File: config.mk
export PLATFORM = sky130hd
export DESIGN_NAME = data_operand_address_select
export DESIGN_NICKNAME = d
export VERILOG_FILES = /design/src/hdl/opaddr_pkg.sv /design/src/hdl/data_operand_address_select.sv /design/src/hdl/opcode_classifier.sv /design/src/hdl/bank_address_builder.sv
export SDC_FILE = /design/constraint.sdc
export NUM_CORES = 1
export LEC_CHECK = 0
export BUFFER_PORTS_ARGS = -buffer_cell sky130_fd_sc_hd__buf_2
export CAP_MARGIN = 20
export CELL_PAD_IN_SITES_DETAIL_PLACEMENT = 0
export CELL_PAD_IN_SITES_GLOBAL_PLACEMENT = 1
export CORE_ASPECT_RATIO = 1.5
export CORE_UTILIZATION = 38
export DETAILED_ROUTE_END_ITERATION = 6
export PLACE_DENSITY_LB_ADDON = 0.1
export SETUP_SLACK_MARGIN = 0.15
export SLEW_MARGIN = 20
export SYNTH_ARGS = -nofsm -noshare
export SYNTH_HDL_FRONTEND = slang
export SYNTH_SLANG_ARGS = --single-unit
export TNS_END_PERCENT = 1
File: constraint.sdc
create_clock -name clk -period 2.5 [get_ports clk]
set_clock_uncertainty 0.15 [all_clocks]
set_input_delay 0.75 -clock clk [delete_from_list [all_inputs] [get_ports clk]]
set_output_delay 0.75 -clock clk [all_outputs]
set_load 0.01 [all_outputs]
File: src/hdl/opaddr_pkg.sv
package opaddr_pkg;
  // instruction word layout
  localparam int unsigned WORD_W      = 16;
  localparam int unsigned FIELD_W     = 8;
  localparam int unsigned DATA_ADDR_W = 12;
  localparam int unsigned PROG_ADDR_W = 20;
  localparam int unsigned GROUP_MSB   = 15;
  localparam int unsigned GROUP_LSB   = 12;
  localparam int unsigned D_BIT       = 9;
  localparam int unsigned A_BIT       = 8;
  localparam int unsigned BITSEL_MSB  = 11;
  localparam int unsigned BITSEL_LSB  = 9;
  localparam int unsigned FULL_MSB    = 11;

  // operation groups in the top nibble
  localparam logic [3:0] GRP_INHERENT = 4'h0;
  localparam logic [3:0] GRP_ADD_LIT  = 4'h1;
  localparam logic [3:0] GRP_LOAD_LIT = 4'h2;
  localparam logic [3:0] GRP_BYTE_D   = 4'h3;
  localparam logic [3:0] GRP_BIT      = 4'h4;
  localparam logic [3:0] GRP_FULL_MOV = 4'h5;
  localparam logic [3:0] GRP_CALL     = 4'h6;
  localparam logic [3:0] GRP_JUMP     = 4'h7;
  localparam logic [3:0] GRP_BYTE_REG = 4'h8;
  localparam logic [7:0] SUB_DEC_ADJ  = 8'h07;

  // operand forms reported to the core
  localparam logic [2:0] FORM_INHERENT = 3'h0;
  localparam logic [2:0] FORM_LITERAL  = 3'h1;
  localparam logic [2:0] FORM_DIRECT   = 3'h2;
  localparam logic [2:0] FORM_FULL     = 3'h3;
  localparam logic [2:0] FORM_PROGRAM  = 3'h4;
  localparam logic [2:0] FORM_INDEXED  = 3'h5;
  localparam logic [2:0] FORM_ILLEGAL  = 3'h7;

  // result destinations
  localparam logic [1:0] DEST_NONE = 2'h0;
  localparam logic [1:0] DEST_REG  = 2'h1;
  localparam logic [1:0] DEST_ACC  = 2'h2;

  // access bank halves
  localparam logic [3:0] ACCESS_LOW_BANK  = 4'h0;
  localparam logic [3:0] ACCESS_HIGH_BANK = 4'hf;

  // register map, byte addresses
  localparam logic [3:0] OFS_CTRL   = 4'h0;
  localparam logic [3:0] OFS_BANK   = 4'h4;
  localparam logic [3:0] OFS_STATUS = 4'h8;
  localparam logic [3:0] OFS_COUNT  = 4'hc;
  localparam int unsigned CTRL_EXT_BIT   = 0;
  localparam int unsigned CTRL_SPLIT_LSB = 8;
  localparam logic       EXT_RESET   = 1'b0;
  localparam logic [7:0] SPLIT_RESET = 8'h80;
  localparam logic [7:0] BANK_RESET  = 8'h00;
endpackage : opaddr_pkg

File: src/hdl/data_operand_address_select.sv
`timescale 1ns/1ps
module data_operand_address_select
  import opaddr_pkg::*;
(
  // clock and reset
  input  wire logic                   clk,
  input  wire logic                   rstn,
  // avalon-mm slave
  input  wire logic [3:0]             address,
  input  wire logic                   read,
  input  wire logic                   write,
  input  wire logic [31:0]            writedata,
  input  wire logic [3:0]             byteenable,
  output logic      [31:0]            readdata,
  output logic                        waitrequest,
  // decode stage request
  input  wire logic                   instr_valid,
  input  wire logic [WORD_W-1:0]      instr_word,
  input  wire logic [WORD_W-1:0]      instr_ext_word,
  // operand answer
  output logic                        op_valid,
  output logic      [2:0]             op_form,
  output logic      [1:0]             op_dest,
  output logic      [DATA_ADDR_W-1:0] op_src_addr,
  output logic      [DATA_ADDR_W-1:0] op_dst_addr,
  output logic      [FIELD_W-1:0]     op_literal,
  output logic      [PROG_ADDR_W-1:0] op_prog_target,
  output logic      [2:0]             op_bit_sel
);

  logic                   extended_set_enable;
  logic [7:0]             access_split;
  logic [7:0]             bank_select_value;
  logic [15:0]            decode_count;
  logic [2:0]             next_form;
  logic [1:0]             next_dest;
  logic [DATA_ADDR_W-1:0] direct_addr;
  logic                   direct_indexed;
  logic [3:0]             group;
  logic                   bus_req;
  logic                   bus_done;
  logic [31:0]            reg_view;

  assign group    = instr_word[GROUP_MSB:GROUP_LSB];
  assign bus_req  = read || write;
  assign bus_done = bus_req && !waitrequest;

  opcode_classifier i_opcode_classifier (
    .instr_word (instr_word),
    .form       (next_form),
    .dest       (next_dest)
  );

  bank_address_builder i_bank_address_builder (
    .field               (instr_word[FIELD_W-1:0]),
    .access_sel          (instr_word[A_BIT]),
    .bank_select_value   (bank_select_value),
    .access_split        (access_split),
    .extended_set_enable (extended_set_enable),
    .data_addr           (direct_addr),
    .indexed             (direct_indexed)
  );

  // bus handshake: one wait cycle, then a single ready cycle
  always_ff @(posedge clk or negedge rstn)
  begin
    if (!rstn)
      waitrequest <= 1'b1;
    else
      waitrequest <= !(bus_req && waitrequest);
  end

  always_comb
  begin
    reg_view = 32'h0000_0000;
    unique case (address)
      OFS_CTRL:
      begin
        reg_view[CTRL_EXT_BIT] = extended_set_enable;
        reg_view[CTRL_SPLIT_LSB +: 8] = access_split;
      end
      OFS_BANK:   reg_view[7:0] = bank_select_value;
      OFS_STATUS: reg_view = {15'h0000, op_dest, op_form, op_src_addr};
      OFS_COUNT:  reg_view[15:0] = decode_count;
      default:    reg_view = 32'h0000_0000;
    endcase
  end

  always_ff @(posedge clk or negedge rstn)
  begin
    if (!rstn)
      readdata <= 32'h0000_0000;
    else if (read && waitrequest)
      readdata <= reg_view;
  end

  // configuration writes land at the edge the master sees waitrequest low
  always_ff @(posedge clk or negedge rstn)
  begin
    if (!rstn)
    begin
      extended_set_enable <= EXT_RESET;
      access_split        <= SPLIT_RESET;
    end
    else if (bus_done && write && address == OFS_CTRL)
    begin
      if (byteenable[0])
        extended_set_enable <= writedata[CTRL_EXT_BIT];
      if (byteenable[1])
        access_split <= writedata[CTRL_SPLIT_LSB +: 8];
    end
  end

  always_ff @(posedge clk or negedge rstn)
  begin
    if (!rstn)
      bank_select_value <= BANK_RESET;
    else if (bus_done && write && address == OFS_BANK && byteenable[0])
      bank_select_value <= writedata[7:0];
  end

  always_ff @(posedge clk or negedge rstn)
  begin
    if (!rstn)
      decode_count <= 16'h0000;
    else if (bus_done && write && address == OFS_COUNT)
      decode_count <= 16'h0000;
    else if (instr_valid)
      decode_count <= decode_count + 16'h0001;
  end

  // operand answer, one cycle after the request
  always_ff @(posedge clk or negedge rstn)
  begin
    if (!rstn)
      op_valid <= 1'b0;
    else
      op_valid <= instr_valid;
  end

  always_ff @(posedge clk or negedge rstn)
  begin
    if (!rstn)
    begin
      op_form        <= FORM_INHERENT;
      op_dest        <= DEST_NONE;
      op_src_addr    <= '0;
      op_dst_addr    <= '0;
      op_literal     <= '0;
      op_prog_target <= '0;
      op_bit_sel     <= 3'h0;
    end
    else if (instr_valid)
    begin
      op_form        <= next_form;
      op_dest        <= next_dest;
      op_literal     <= '0;
      op_src_addr    <= '0;
      op_dst_addr    <= '0;
      op_prog_target <= '0;
      op_bit_sel     <= 3'h0;
      unique case (next_form)
        FORM_LITERAL:
          op_literal <= instr_word[FIELD_W-1:0];
        FORM_DIRECT:
        begin
          if (direct_indexed)
            op_form <= FORM_INDEXED;
          op_src_addr <= direct_addr;
          op_dst_addr <= direct_addr;
          if (group == GRP_BIT)
            op_bit_sel <= instr_word[BITSEL_MSB:BITSEL_LSB];
        end
        FORM_FULL:
        begin
          op_src_addr <= instr_word[FULL_MSB:0];
          op_dst_addr <= instr_ext_word[FULL_MSB:0];
        end
        FORM_PROGRAM:
          op_prog_target <= {instr_ext_word[FULL_MSB:0], instr_word[FIELD_W-1:0]};
        default:
          op_literal <= '0;
      endcase
    end
  end

  a_bus_one_wait: assert property (@(posedge clk) disable iff (!rstn)
    (bus_req && waitrequest && !$past(bus_done)) |=> !waitrequest)
    else $error("waitrequest did not drop after one wait cycle");

  a_bus_release: assert property (@(posedge clk) disable iff (!rstn)
    bus_done |=> waitrequest)
    else $error("waitrequest stayed low after a completed access");

  a_answer_timing: assert property (@(posedge clk) disable iff (!rstn)
    instr_valid |=> op_valid)
    else $error("operand answer not given one cycle after request");

  a_banked_addr: assert property (@(posedge clk) disable iff (!rstn)
    (instr_valid && group == GRP_BYTE_D && instr_word[A_BIT])
    |=> op_src_addr == {$past(bank_select_value[3:0]), $past(instr_word[7:0])})
    else $error("banked address not built from bank nibble and field");

  a_nibble_place: assert property (@(posedge clk) disable iff (!rstn)
    (instr_valid && group == GRP_BIT && instr_word[A_BIT])
    |=> op_src_addr[11:8] == $past(bank_select_value[3:0])
        && op_bit_sel == $past(instr_word[BITSEL_MSB:BITSEL_LSB]))
    else $error("bank nibble not on address bits 11..8");

  a_access_bank: assert property (@(posedge clk) disable iff (!rstn)
    (instr_valid && group == GRP_BYTE_D && !instr_word[A_BIT])
    |=> op_src_addr[11:8] == ($past(instr_word[7:0]) < $past(access_split)
                              ? ACCESS_LOW_BANK : ACCESS_HIGH_BANK))
    else $error("access bank address depends on bank select");

  a_indexed_gate: assert property (@(posedge clk) disable iff (!rstn)
    (op_valid && op_form == FORM_INDEXED) |-> $past(extended_set_enable))
    else $error("indexed offset form without extension enabled");

  a_full_address: assert property (@(posedge clk) disable iff (!rstn)
    (instr_valid && group == GRP_FULL_MOV)
    |=> op_src_addr == $past(instr_word[11:0])
        && op_dst_addr == $past(instr_ext_word[11:0]))
    else $error("full address move altered by bank select");

  a_dest_reg: assert property (@(posedge clk) disable iff (!rstn)
    (instr_valid && group == GRP_BYTE_D && instr_word[D_BIT]) |=> op_dest == DEST_REG)
    else $error("result bit one did not target the register");

  a_dest_acc: assert property (@(posedge clk) disable iff (!rstn)
    (instr_valid && group == GRP_BYTE_D && !instr_word[D_BIT])
    ##1 1'b1 |-> op_dest == DEST_ACC && op_valid)
    else $error("result bit zero did not target the accumulator");

  a_implicit_dest: assert property (@(posedge clk) disable iff (!rstn)
    (instr_valid && (group == GRP_BIT || group == GRP_BYTE_REG)) |=> op_dest == DEST_REG)
    else $error("implicit destination wrong");

  a_literal_path: assert property (@(posedge clk) disable iff (!rstn)
    (instr_valid && (group == GRP_ADD_LIT || group == GRP_LOAD_LIT))
    |=> op_form == FORM_LITERAL && op_dest == DEST_ACC
        && op_literal == $past(instr_word[7:0]))
    else $error("literal not routed to accumulator");

  a_inherent_none: assert property (@(posedge clk) disable iff (!rstn)
    (instr_valid && group == GRP_INHERENT)
    |=> op_form == FORM_INHERENT && op_src_addr == '0 && op_literal == '0)
    else $error("inherent form carried an operand");

  a_prog_target: assert property (@(posedge clk) disable iff (!rstn)
    (instr_valid && (group == GRP_CALL || group == GRP_JUMP))
    |=> op_prog_target == {$past(instr_ext_word[11:0]), $past(instr_word[7:0])})
    else $error("program target not 20 bits from both words");

  a_field_direct: assert property (@(posedge clk) disable iff (!rstn)
    (instr_valid && group == GRP_BYTE_REG) |=> op_src_addr[7:0] == $past(instr_word[7:0]))
    else $error("low opcode byte not used as register address");

  a_dst_follows_src: assert property (@(posedge clk) disable iff (!rstn)
    (instr_valid && group == GRP_BYTE_D && instr_word[D_BIT])
    |=> op_dst_addr == op_src_addr)
    else $error("result register differs from source register");

  a_acc_not_reg: assert property (@(posedge clk) disable iff (!rstn)
    (instr_valid && group == GRP_BYTE_D && !instr_word[D_BIT])
    |=> op_dest != DEST_REG)
    else $error("result bit zero still targets the source register");

  a_bank_ignored: assert property (@(posedge clk) disable iff (!rstn)
    (instr_valid && (group == GRP_BYTE_D || group == GRP_BIT) && !instr_word[A_BIT])
    |=> op_src_addr[11:8] == ACCESS_LOW_BANK || op_src_addr[11:8] == ACCESS_HIGH_BANK)
    else $error("access bank address outside the access bank");

  a_banked_direct: assert property (@(posedge clk) disable iff (!rstn)
    (instr_valid && (group == GRP_BYTE_D || group == GRP_BYTE_REG) && instr_word[A_BIT])
    |=> op_form == FORM_DIRECT)
    else $error("banked operand reported as indexed");

  a_ext_off: assert property (@(posedge clk) disable iff (!rstn)
    (instr_valid && group == GRP_BYTE_D && !extended_set_enable)
    |=> op_form == FORM_DIRECT)
    else $error("indexed form while extension disabled");

  a_program_form: assert property (@(posedge clk) disable iff (!rstn)
    (instr_valid && (group == GRP_CALL || group == GRP_JUMP))
    |=> op_form == FORM_PROGRAM && op_src_addr == '0 && op_literal == '0)
    else $error("program transfer carried a data operand");

  a_illegal_group: assert property (@(posedge clk) disable iff (!rstn)
    (instr_valid && group > GRP_BYTE_REG)
    |=> op_form == FORM_ILLEGAL && op_dest == DEST_NONE && op_src_addr == '0)
    else $error("undefined group not reported as illegal");

  a_valid_idle: assert property (@(posedge clk) disable iff (!rstn)
    !instr_valid
    |=> !op_valid)
    else $error("operand answer without a request");

  a_answer_holds: assert property (@(posedge clk) disable iff (!rstn)
    !instr_valid
    |=> $stable(op_form) && $stable(op_src_addr) && $stable(op_dst_addr))
    else $error("operand answer changed without a request");

  a_full_form: assert property (@(posedge clk) disable iff (!rstn)
    (instr_valid && group == GRP_FULL_MOV)
    |=> op_form == FORM_FULL)
    else $error("full address move not reported as full form");

  a_decadj_dest: assert property (@(posedge clk) disable iff (!rstn)
    (instr_valid && group == GRP_INHERENT && instr_word[7:0] == SUB_DEC_ADJ)
    |=> op_dest == DEST_ACC)
    else $error("decimal adjust did not target the accumulator");

  a_wait_at_rest: assert property (@(posedge clk) disable iff (!rstn)
    !bus_req
    |=> waitrequest)
    else $error("waitrequest low without a request");

  a_count_clear: assert property (@(posedge clk) disable iff (!rstn)
    (bus_done && write && address == OFS_COUNT)
    |=> decode_count == 16'h0000)
    else $error("count write did not clear the counter");

  a_bank_write: assert property (@(posedge clk) disable iff (!rstn)
    (bus_done && write && address == OFS_BANK && byteenable[0])
    |=> bank_select_value == $past(writedata[7:0]))
    else $error("bank write did not land");

endmodule : data_operand_address_select

File: src/hdl/opcode_classifier.sv
`timescale 1ns/1ps
module opcode_classifier
  import opaddr_pkg::*;
(
  // opcode
  input  wire logic [WORD_W-1:0] instr_word,
  // classification
  output logic      [2:0]        form,
  output logic      [1:0]        dest
);
  logic [3:0] group;
  assign group = instr_word[GROUP_MSB:GROUP_LSB];

  always_comb
  begin
    form = FORM_ILLEGAL;
    dest = DEST_NONE;
    unique case (group)
      GRP_INHERENT:
      begin
        form = FORM_INHERENT;
        dest = (instr_word[7:0] == SUB_DEC_ADJ) ? DEST_ACC : DEST_NONE;
      end
      GRP_ADD_LIT, GRP_LOAD_LIT:
      begin
        form = FORM_LITERAL;
        dest = DEST_ACC;
      end
      GRP_BYTE_D:
      begin
        form = FORM_DIRECT;
        dest = instr_word[D_BIT] ? DEST_REG : DEST_ACC;
      end
      GRP_BIT, GRP_BYTE_REG:
      begin
        form = FORM_DIRECT;
        dest = DEST_REG;
      end
      GRP_FULL_MOV:
      begin
        form = FORM_FULL;
        dest = DEST_REG;
      end
      GRP_CALL, GRP_JUMP:
        form = FORM_PROGRAM;
      default:
        form = FORM_ILLEGAL;
    endcase
  end
endmodule : opcode_classifier

File: src/hdl/bank_address_builder.sv
`timescale 1ns/1ps
module bank_address_builder
  import opaddr_pkg::*;
(
  // operand field and selectors
  input  wire logic [FIELD_W-1:0]     field,
  input  wire logic                   access_sel,
  input  wire logic [7:0]             bank_select_value,
  input  wire logic [7:0]             access_split,
  input  wire logic                   extended_set_enable,
  // result
  output logic      [DATA_ADDR_W-1:0] data_addr,
  output logic                        indexed
);
  logic low_half;
  assign low_half = (field < access_split);

  always_comb
  begin
    indexed = 1'b0;
    if (access_sel)
      data_addr = {bank_select_value[3:0], field};
    else
    begin
      data_addr = {(low_half ? ACCESS_LOW_BANK : ACCESS_HIGH_BANK), field};
      indexed   = extended_set_enable && low_half;
    end
  end
endmodule : bank_address_builder

[Word level (Yosys, flattened, before mapping)]
Cells that the tools add are included.
Operators by class
  magnitude comparators: 1
  equal/unequal tests: 16
  reduce and logical (&&, ||, !) cells: 21
  add/sub/neg operators: 1
  mux-type cells: 21
Operator list (number)
  $pmux W12 S2: 2
  $mux W16: 2
  $pmux W8 S3: 1
  $pmux W7 S3: 1
  $eq A4 B3 Y1 const B: 5
  $mux W20: 1
  $add A16 B1 Y16 const B: 1
  $pmux W3 S5: 1
  $eq A4 B4 Y1 const B: 3
  $mux W12: 1
  $mux W3: 4
  $logic_and A1 B1 Y1: 9
  $eq A4 B2 Y1 const B: 2
  $eq A8 B3 Y1 const B: 1
  $logic_not A4 Y1: 2
  $lt A8 B8 Y1: 1
  $mux W8: 1
  $pmux W2 S4: 1
  $eq A3 B2 Y1 const B: 2
  $reduce_or A3 Y1: 2
  $eq A4 B1 Y1 const B: 1
  $mux W2: 2
  $mux W4: 1
  $pmux W1 S4: 1
  8 further kinds: 12
Storage, ports and cells
  word-level logic and storage cells: 74
  output and inout bits: 94
  register bits: 127
  bits of input ports: 77

[Logic depth before layout (Yosys ltp)]
  word-level depth: 5
  gate-level depth with buffers: 8
  mapped depth without buffers: 7

[Cells and area by module]
A second synthesis with hierarchy kept.
Second synthesis, totals
  cell total of the unflattened synthesis: 585
  area total of the unflattened synthesis: 5465.2 um2
By module, submodules not included
  data_operand_address_select: area each 5057.4 um2, times used 1, seq. area each 2805.2 um2, cells an instance 523
  bank_address_builder: area each 294.0 um2, times used 1, seq. area each 0.0 um2, cells an instance 42
  opcode_classifier: area each 113.9 um2, times used 1, seq. area each 0.0 um2, cells an instance 20

[Least setup slack after synthesis]
Ideal clock, no wire load.
  kind: input to register
  start: in instr_word[5]
  end: reg op_form[1]
  path buffers: 0
  arrival time: 2.094 ns
  path slack: 0.136 ns
  stages on the path: 6
  data required time: 2.230 ns
  setup time: 0.120 ns
  cell sequence: ha_1 > and4_1 > a2111oi_0 > o31a_1 > nand3_1 > a31o_2
On the way
  cells in the longest elaborated chain, start to end: 5
Ends and longest elaborated chain
  from (decl): line data_operand_address_select.sv:18  | input wire logic [WORD_W-1:0] instr_word,
  $lt A8 B8 Y1: line bank_address_builder.sv:16  | assign low_half = (field < access_split);
  $logic_and A1 B1 Y1: line bank_address_builder.sv:26  | indexed = extended_set_enable && low_half;
  $mux W1: line bank_address_builder.sv:21  | if (access_sel)
  $mux W3: line data_operand_address_select.sv:167  | if (direct_indexed)
  $mux W3: line data_operand_address_select.sv:162  | unique case (next_form)
  to (signal assigned): line data_operand_address_select.sv:155  | op_form <= next_form;
  to (decl): line data_operand_address_select.sv:22  | output logic [2:0] op_form,
Every way passes these cells.
A chain may end at the register's enable or synchronous reset.

[Worst setup path in the final report]
  start: in instr_word[6]
  end: reg op_src_addr[10]
On the way
  cells in the longest elaborated chain, start to end: 4
Ends and longest elaborated chain
  $lt A8 B8 Y1: line bank_address_builder.sv:16
  $mux W4: line bank_address_builder.sv:25  | data_addr = {(low_half ? ACCESS_LOW_BANK : ACCESS_HIGH_BANK), field};
  $mux W12: line bank_address_builder.sv:21
  $pmux W12 S2: line data_operand_address_select.sv:162
  to (signal assigned): line data_operand_address_select.sv:169  | op_src_addr <= direct_addr;
  to (signal assigned): line data_operand_address_select.sv:176  | op_src_addr <= instr_word[FULL_MSB:0];
  to (decl): line data_operand_address_select.sv:24  | output logic [DATA_ADDR_W-1:0] op_src_addr,
Every way passes these cells.

==> flow_metrics.tcl <==
set metrics [dict create \
    gp_congestion 0.801 \
    status "complete, no violations" \
    dp_cells 833 \
    setup_violations 0 \
    min_period_ns 2.22 \
    root_buffer "clkbuf_16" \
    power_w 0.00431 \
    power_density_nw_per_um2 662 \
    clockBufferDepth 2 \
    clk_latency_ns 0.35 \
    drt_pass1_iterations 4 \
    start_util 0.394 \
    grt_max_degree 109 \
    endpoint_kind "flop" \
    synth_top_area_frac 0.514 \
    placed_area_um2 6210 \
    wl_per_cell_um 17.3 \
    avgSynthCellArea_um2 9.69 \
    gr-total-overflow 0 \
    drive_gt1_frac 0.305 \
    rsz0062_at_grt "false" \
    r2r_start "access_split[7]$_DFFE_PN1P_" \
    grt_pass1_vias 4510 \
    arrival_ns 2.30 \
    area_growth_pct 21.6 \
    ios 171 \
    finalCritPeriodShare 0.887 \
    first_iter_violations 159 \
    cp-startpoint "instr_word[6]" \
    synth_edf_count 0 \
    vias_per_cell 5.11 \
    ir_drop_v 0.000323 \
    ys_top_cells_by_area "dfrtp_1, nand2_1, o22ai_1" \
    core_area_um2 13600 \
    grtUsageTotal 0.213 \
    drc 0 \
    max_freq_mhz 451 \
    rows 52 \
    power.leakage_nw 3.24 \
    required_ns 2.58 \
    clk_pin_slew_ns 0.08 \
    reg2reg_slack_ns 0.31 \
    die_h_um 147 \
    fin_area_um2 6510 \
    preCtsSetupSlack_ns -0.179 \
    hold_violations 0 \
    crit_fanout 8 \
    ys_ff_latch 112 \
    synth_area_um2 5360 \
    layout.cells.non_filler 850 \
    io_buffers 133 \
    cts_tree "yes" \
    num_antenna_cells 0 \
    slew_violations 0 \
    cts_sinks 112 \
    cts-buffers-inserted 9 \
    ys.flop_type "dfrtp_1" \
    synth_cells 553 \
    hp-class "in -> async" \
    reg2reg_to "op_src_addr[10]$_DFFE_PN0P_" \
    wl_um 14700 \
    htreeDepth 3 \
    synth_most_common_cell "dfrtp_1" \
    synth_top_area_cell "dfrtp_1" \
    synth-async-reset-ratio 1.00 \
    vias 4342 \
    fin_ws_ns 0.282 \
    fin_nets 768 \
    final_antenna_net_count 0 \
    critPathKind "in -> reg" \
    dp_hpwl_um 11200 \
    reg2regPathDepth 8 \
    ys_top_cells_by_count "dfrtp_1, nand2_1, inv_1" \
    synth.distinct_cells 47 \
    grt_pass1_wl_um 23900 \
    holdWs_ns 0.195 \
    dieArea_um2 14600 \
    fp.dieW_um 99.0 \
    ys_seq_area_frac 0.523 \
    drv_cap 0 \
    worstSetupStartpointType "input pin" \
    ys_warn_count 0 \
    grt_antenna_before_repair 0 \
]
[area by class of cell]
cell class / count / area (µm²)
clock buffers: 9 / 225
clock inverters: 7 / 66.3
fillers: 1351 / 7080
inverters: 52 / 195
multi-input cells: 354 / 2150
flip-flops and latches: 112 / 2810
well taps: 162 / 203
repair buffers: 154 / 870
[sequential cells by signal (all words and copies together), names as in the netlist, 2 cells and up]
register           flops
bank_select_value      8
decode_count          16
op_prog_target        20
op_literal             8
readdata              17
op_dest                2
op_form                3
op_bit_sel             3
op_src_addr           12
op_dst_addr           12
access_split           8
[stage by stage]
stage | util | setup TNS [ns]
final | 0.479 | 0
after global routing | 0.479 | 0
after CTS | 0.479 | 0
after detailed placement | 0.457 | -1.42
after global placement | 0.457 | -1.09
after floorplan | - | 0
[per-layer routing]
metal  track usage  wire (µm)
met1         0.268       6290
met2         0.356       7340
met3        0.0440        609
met4        0.0866        467
met5             0          0
[critical path: stages]
cell and delay (ns):
buf_2 0.11, ha_1 0.32, a21o_1 0.17, a2111oi_2 0.36, o31a_1 0.25, nand3b_1 0.14, buf_6 0.14, o21ai_1 0.07
[report_power, final]
part / total [W] / leakage [nW] / switching, W / internal, W
Sequential: 0.00213 / 1.47 / 0.000144 / 0.00198
Combinational: 0.000763 / 1.63 / 0.000443 / 0.000320
Clock: 0.00142 / 0.141 / 0.000721 / 0.000701
[placed cells by master (no fill, tap or decap), types with 2 or more instances in the layout]
master / netlist / layout
buf_2: 11 / 131
dfrtp_1: 110 / 110
nand2_1: 81 / 81
inv_1: 52 / 52
o22ai_1: 41 / 41
o21ai_0: 43 / 35
nor2_1: 33 / 33
a22oi_1: 23 / 23
buf_4: 16 / 19
mux2_2: 17 / 17
conb_1: 1 / 15
a21oi_1: 12 / 12
xor2_1: 10 / 10
clkbuf_16: 0 / 9
nand3_1: 9 / 8
o21ai_2: 8 / 8
o21ai_1: 0 / 8
ha_1: 8 / 8
nor2b_1: 7 / 7
xnor2_1: 6 / 6
nand4_1: 5 / 5
and3_1: 4 / 4
and4_1: 3 / 3
buf_12: 0 / 3
nor2_2: 2 / 2
or4_4: 2 / 2
nor3_1: 2 / 2
a31oi_1: 2 / 2
mux2i_1: 2 / 2
dfstp_2: 2 / 2
inv_6: 0 / 2
[worst max path at each step]
stage / end / slack, ns / cells past startpoint
2_1_floorplan: op_form[1]$_DFFE_PN0P_ / 0.16 / 6
3_3_place_gp: op_src_addr[10]$_DFFE_PN0P_ / -0.13 / 7
3_5_place_dp: op_dst_addr[10]$_DFFE_PN0P_ / -0.18 / 7
4_1_cts: op_src_addr[10]$_DFFE_PN0P_ / 0.18 / 8
5_1_grt: op_dst_addr[8]$_DFFE_PN0P_ / 0.19 / 8
6_report: op_src_addr[10]$_DFFE_PN0P_ / 0.28 / 8
[cell families after synthesis]
logic type | count (synthesis) | synth area share
mux | 20 | 0.0437
fa+ha+maj | 8 | 0.0187
other cells | 1 | 0.000700
xor+xnor | 16 | 0.0261
buf+inv | 101 | 0.0901
compound gates | 139 | 0.163
simple gates | 156 | 0.134
flops | 112 | 0.523
[what timing repair did]
item	in CTS	in global routing
pin swaps	2	1
setup buffers	1	0
endpoints found under the hold margin	0	0
hold buffers	0	0
setup endpoints to repair	6	9
gates resized for setup	8	1
Power figures use the tool's default switching activity.
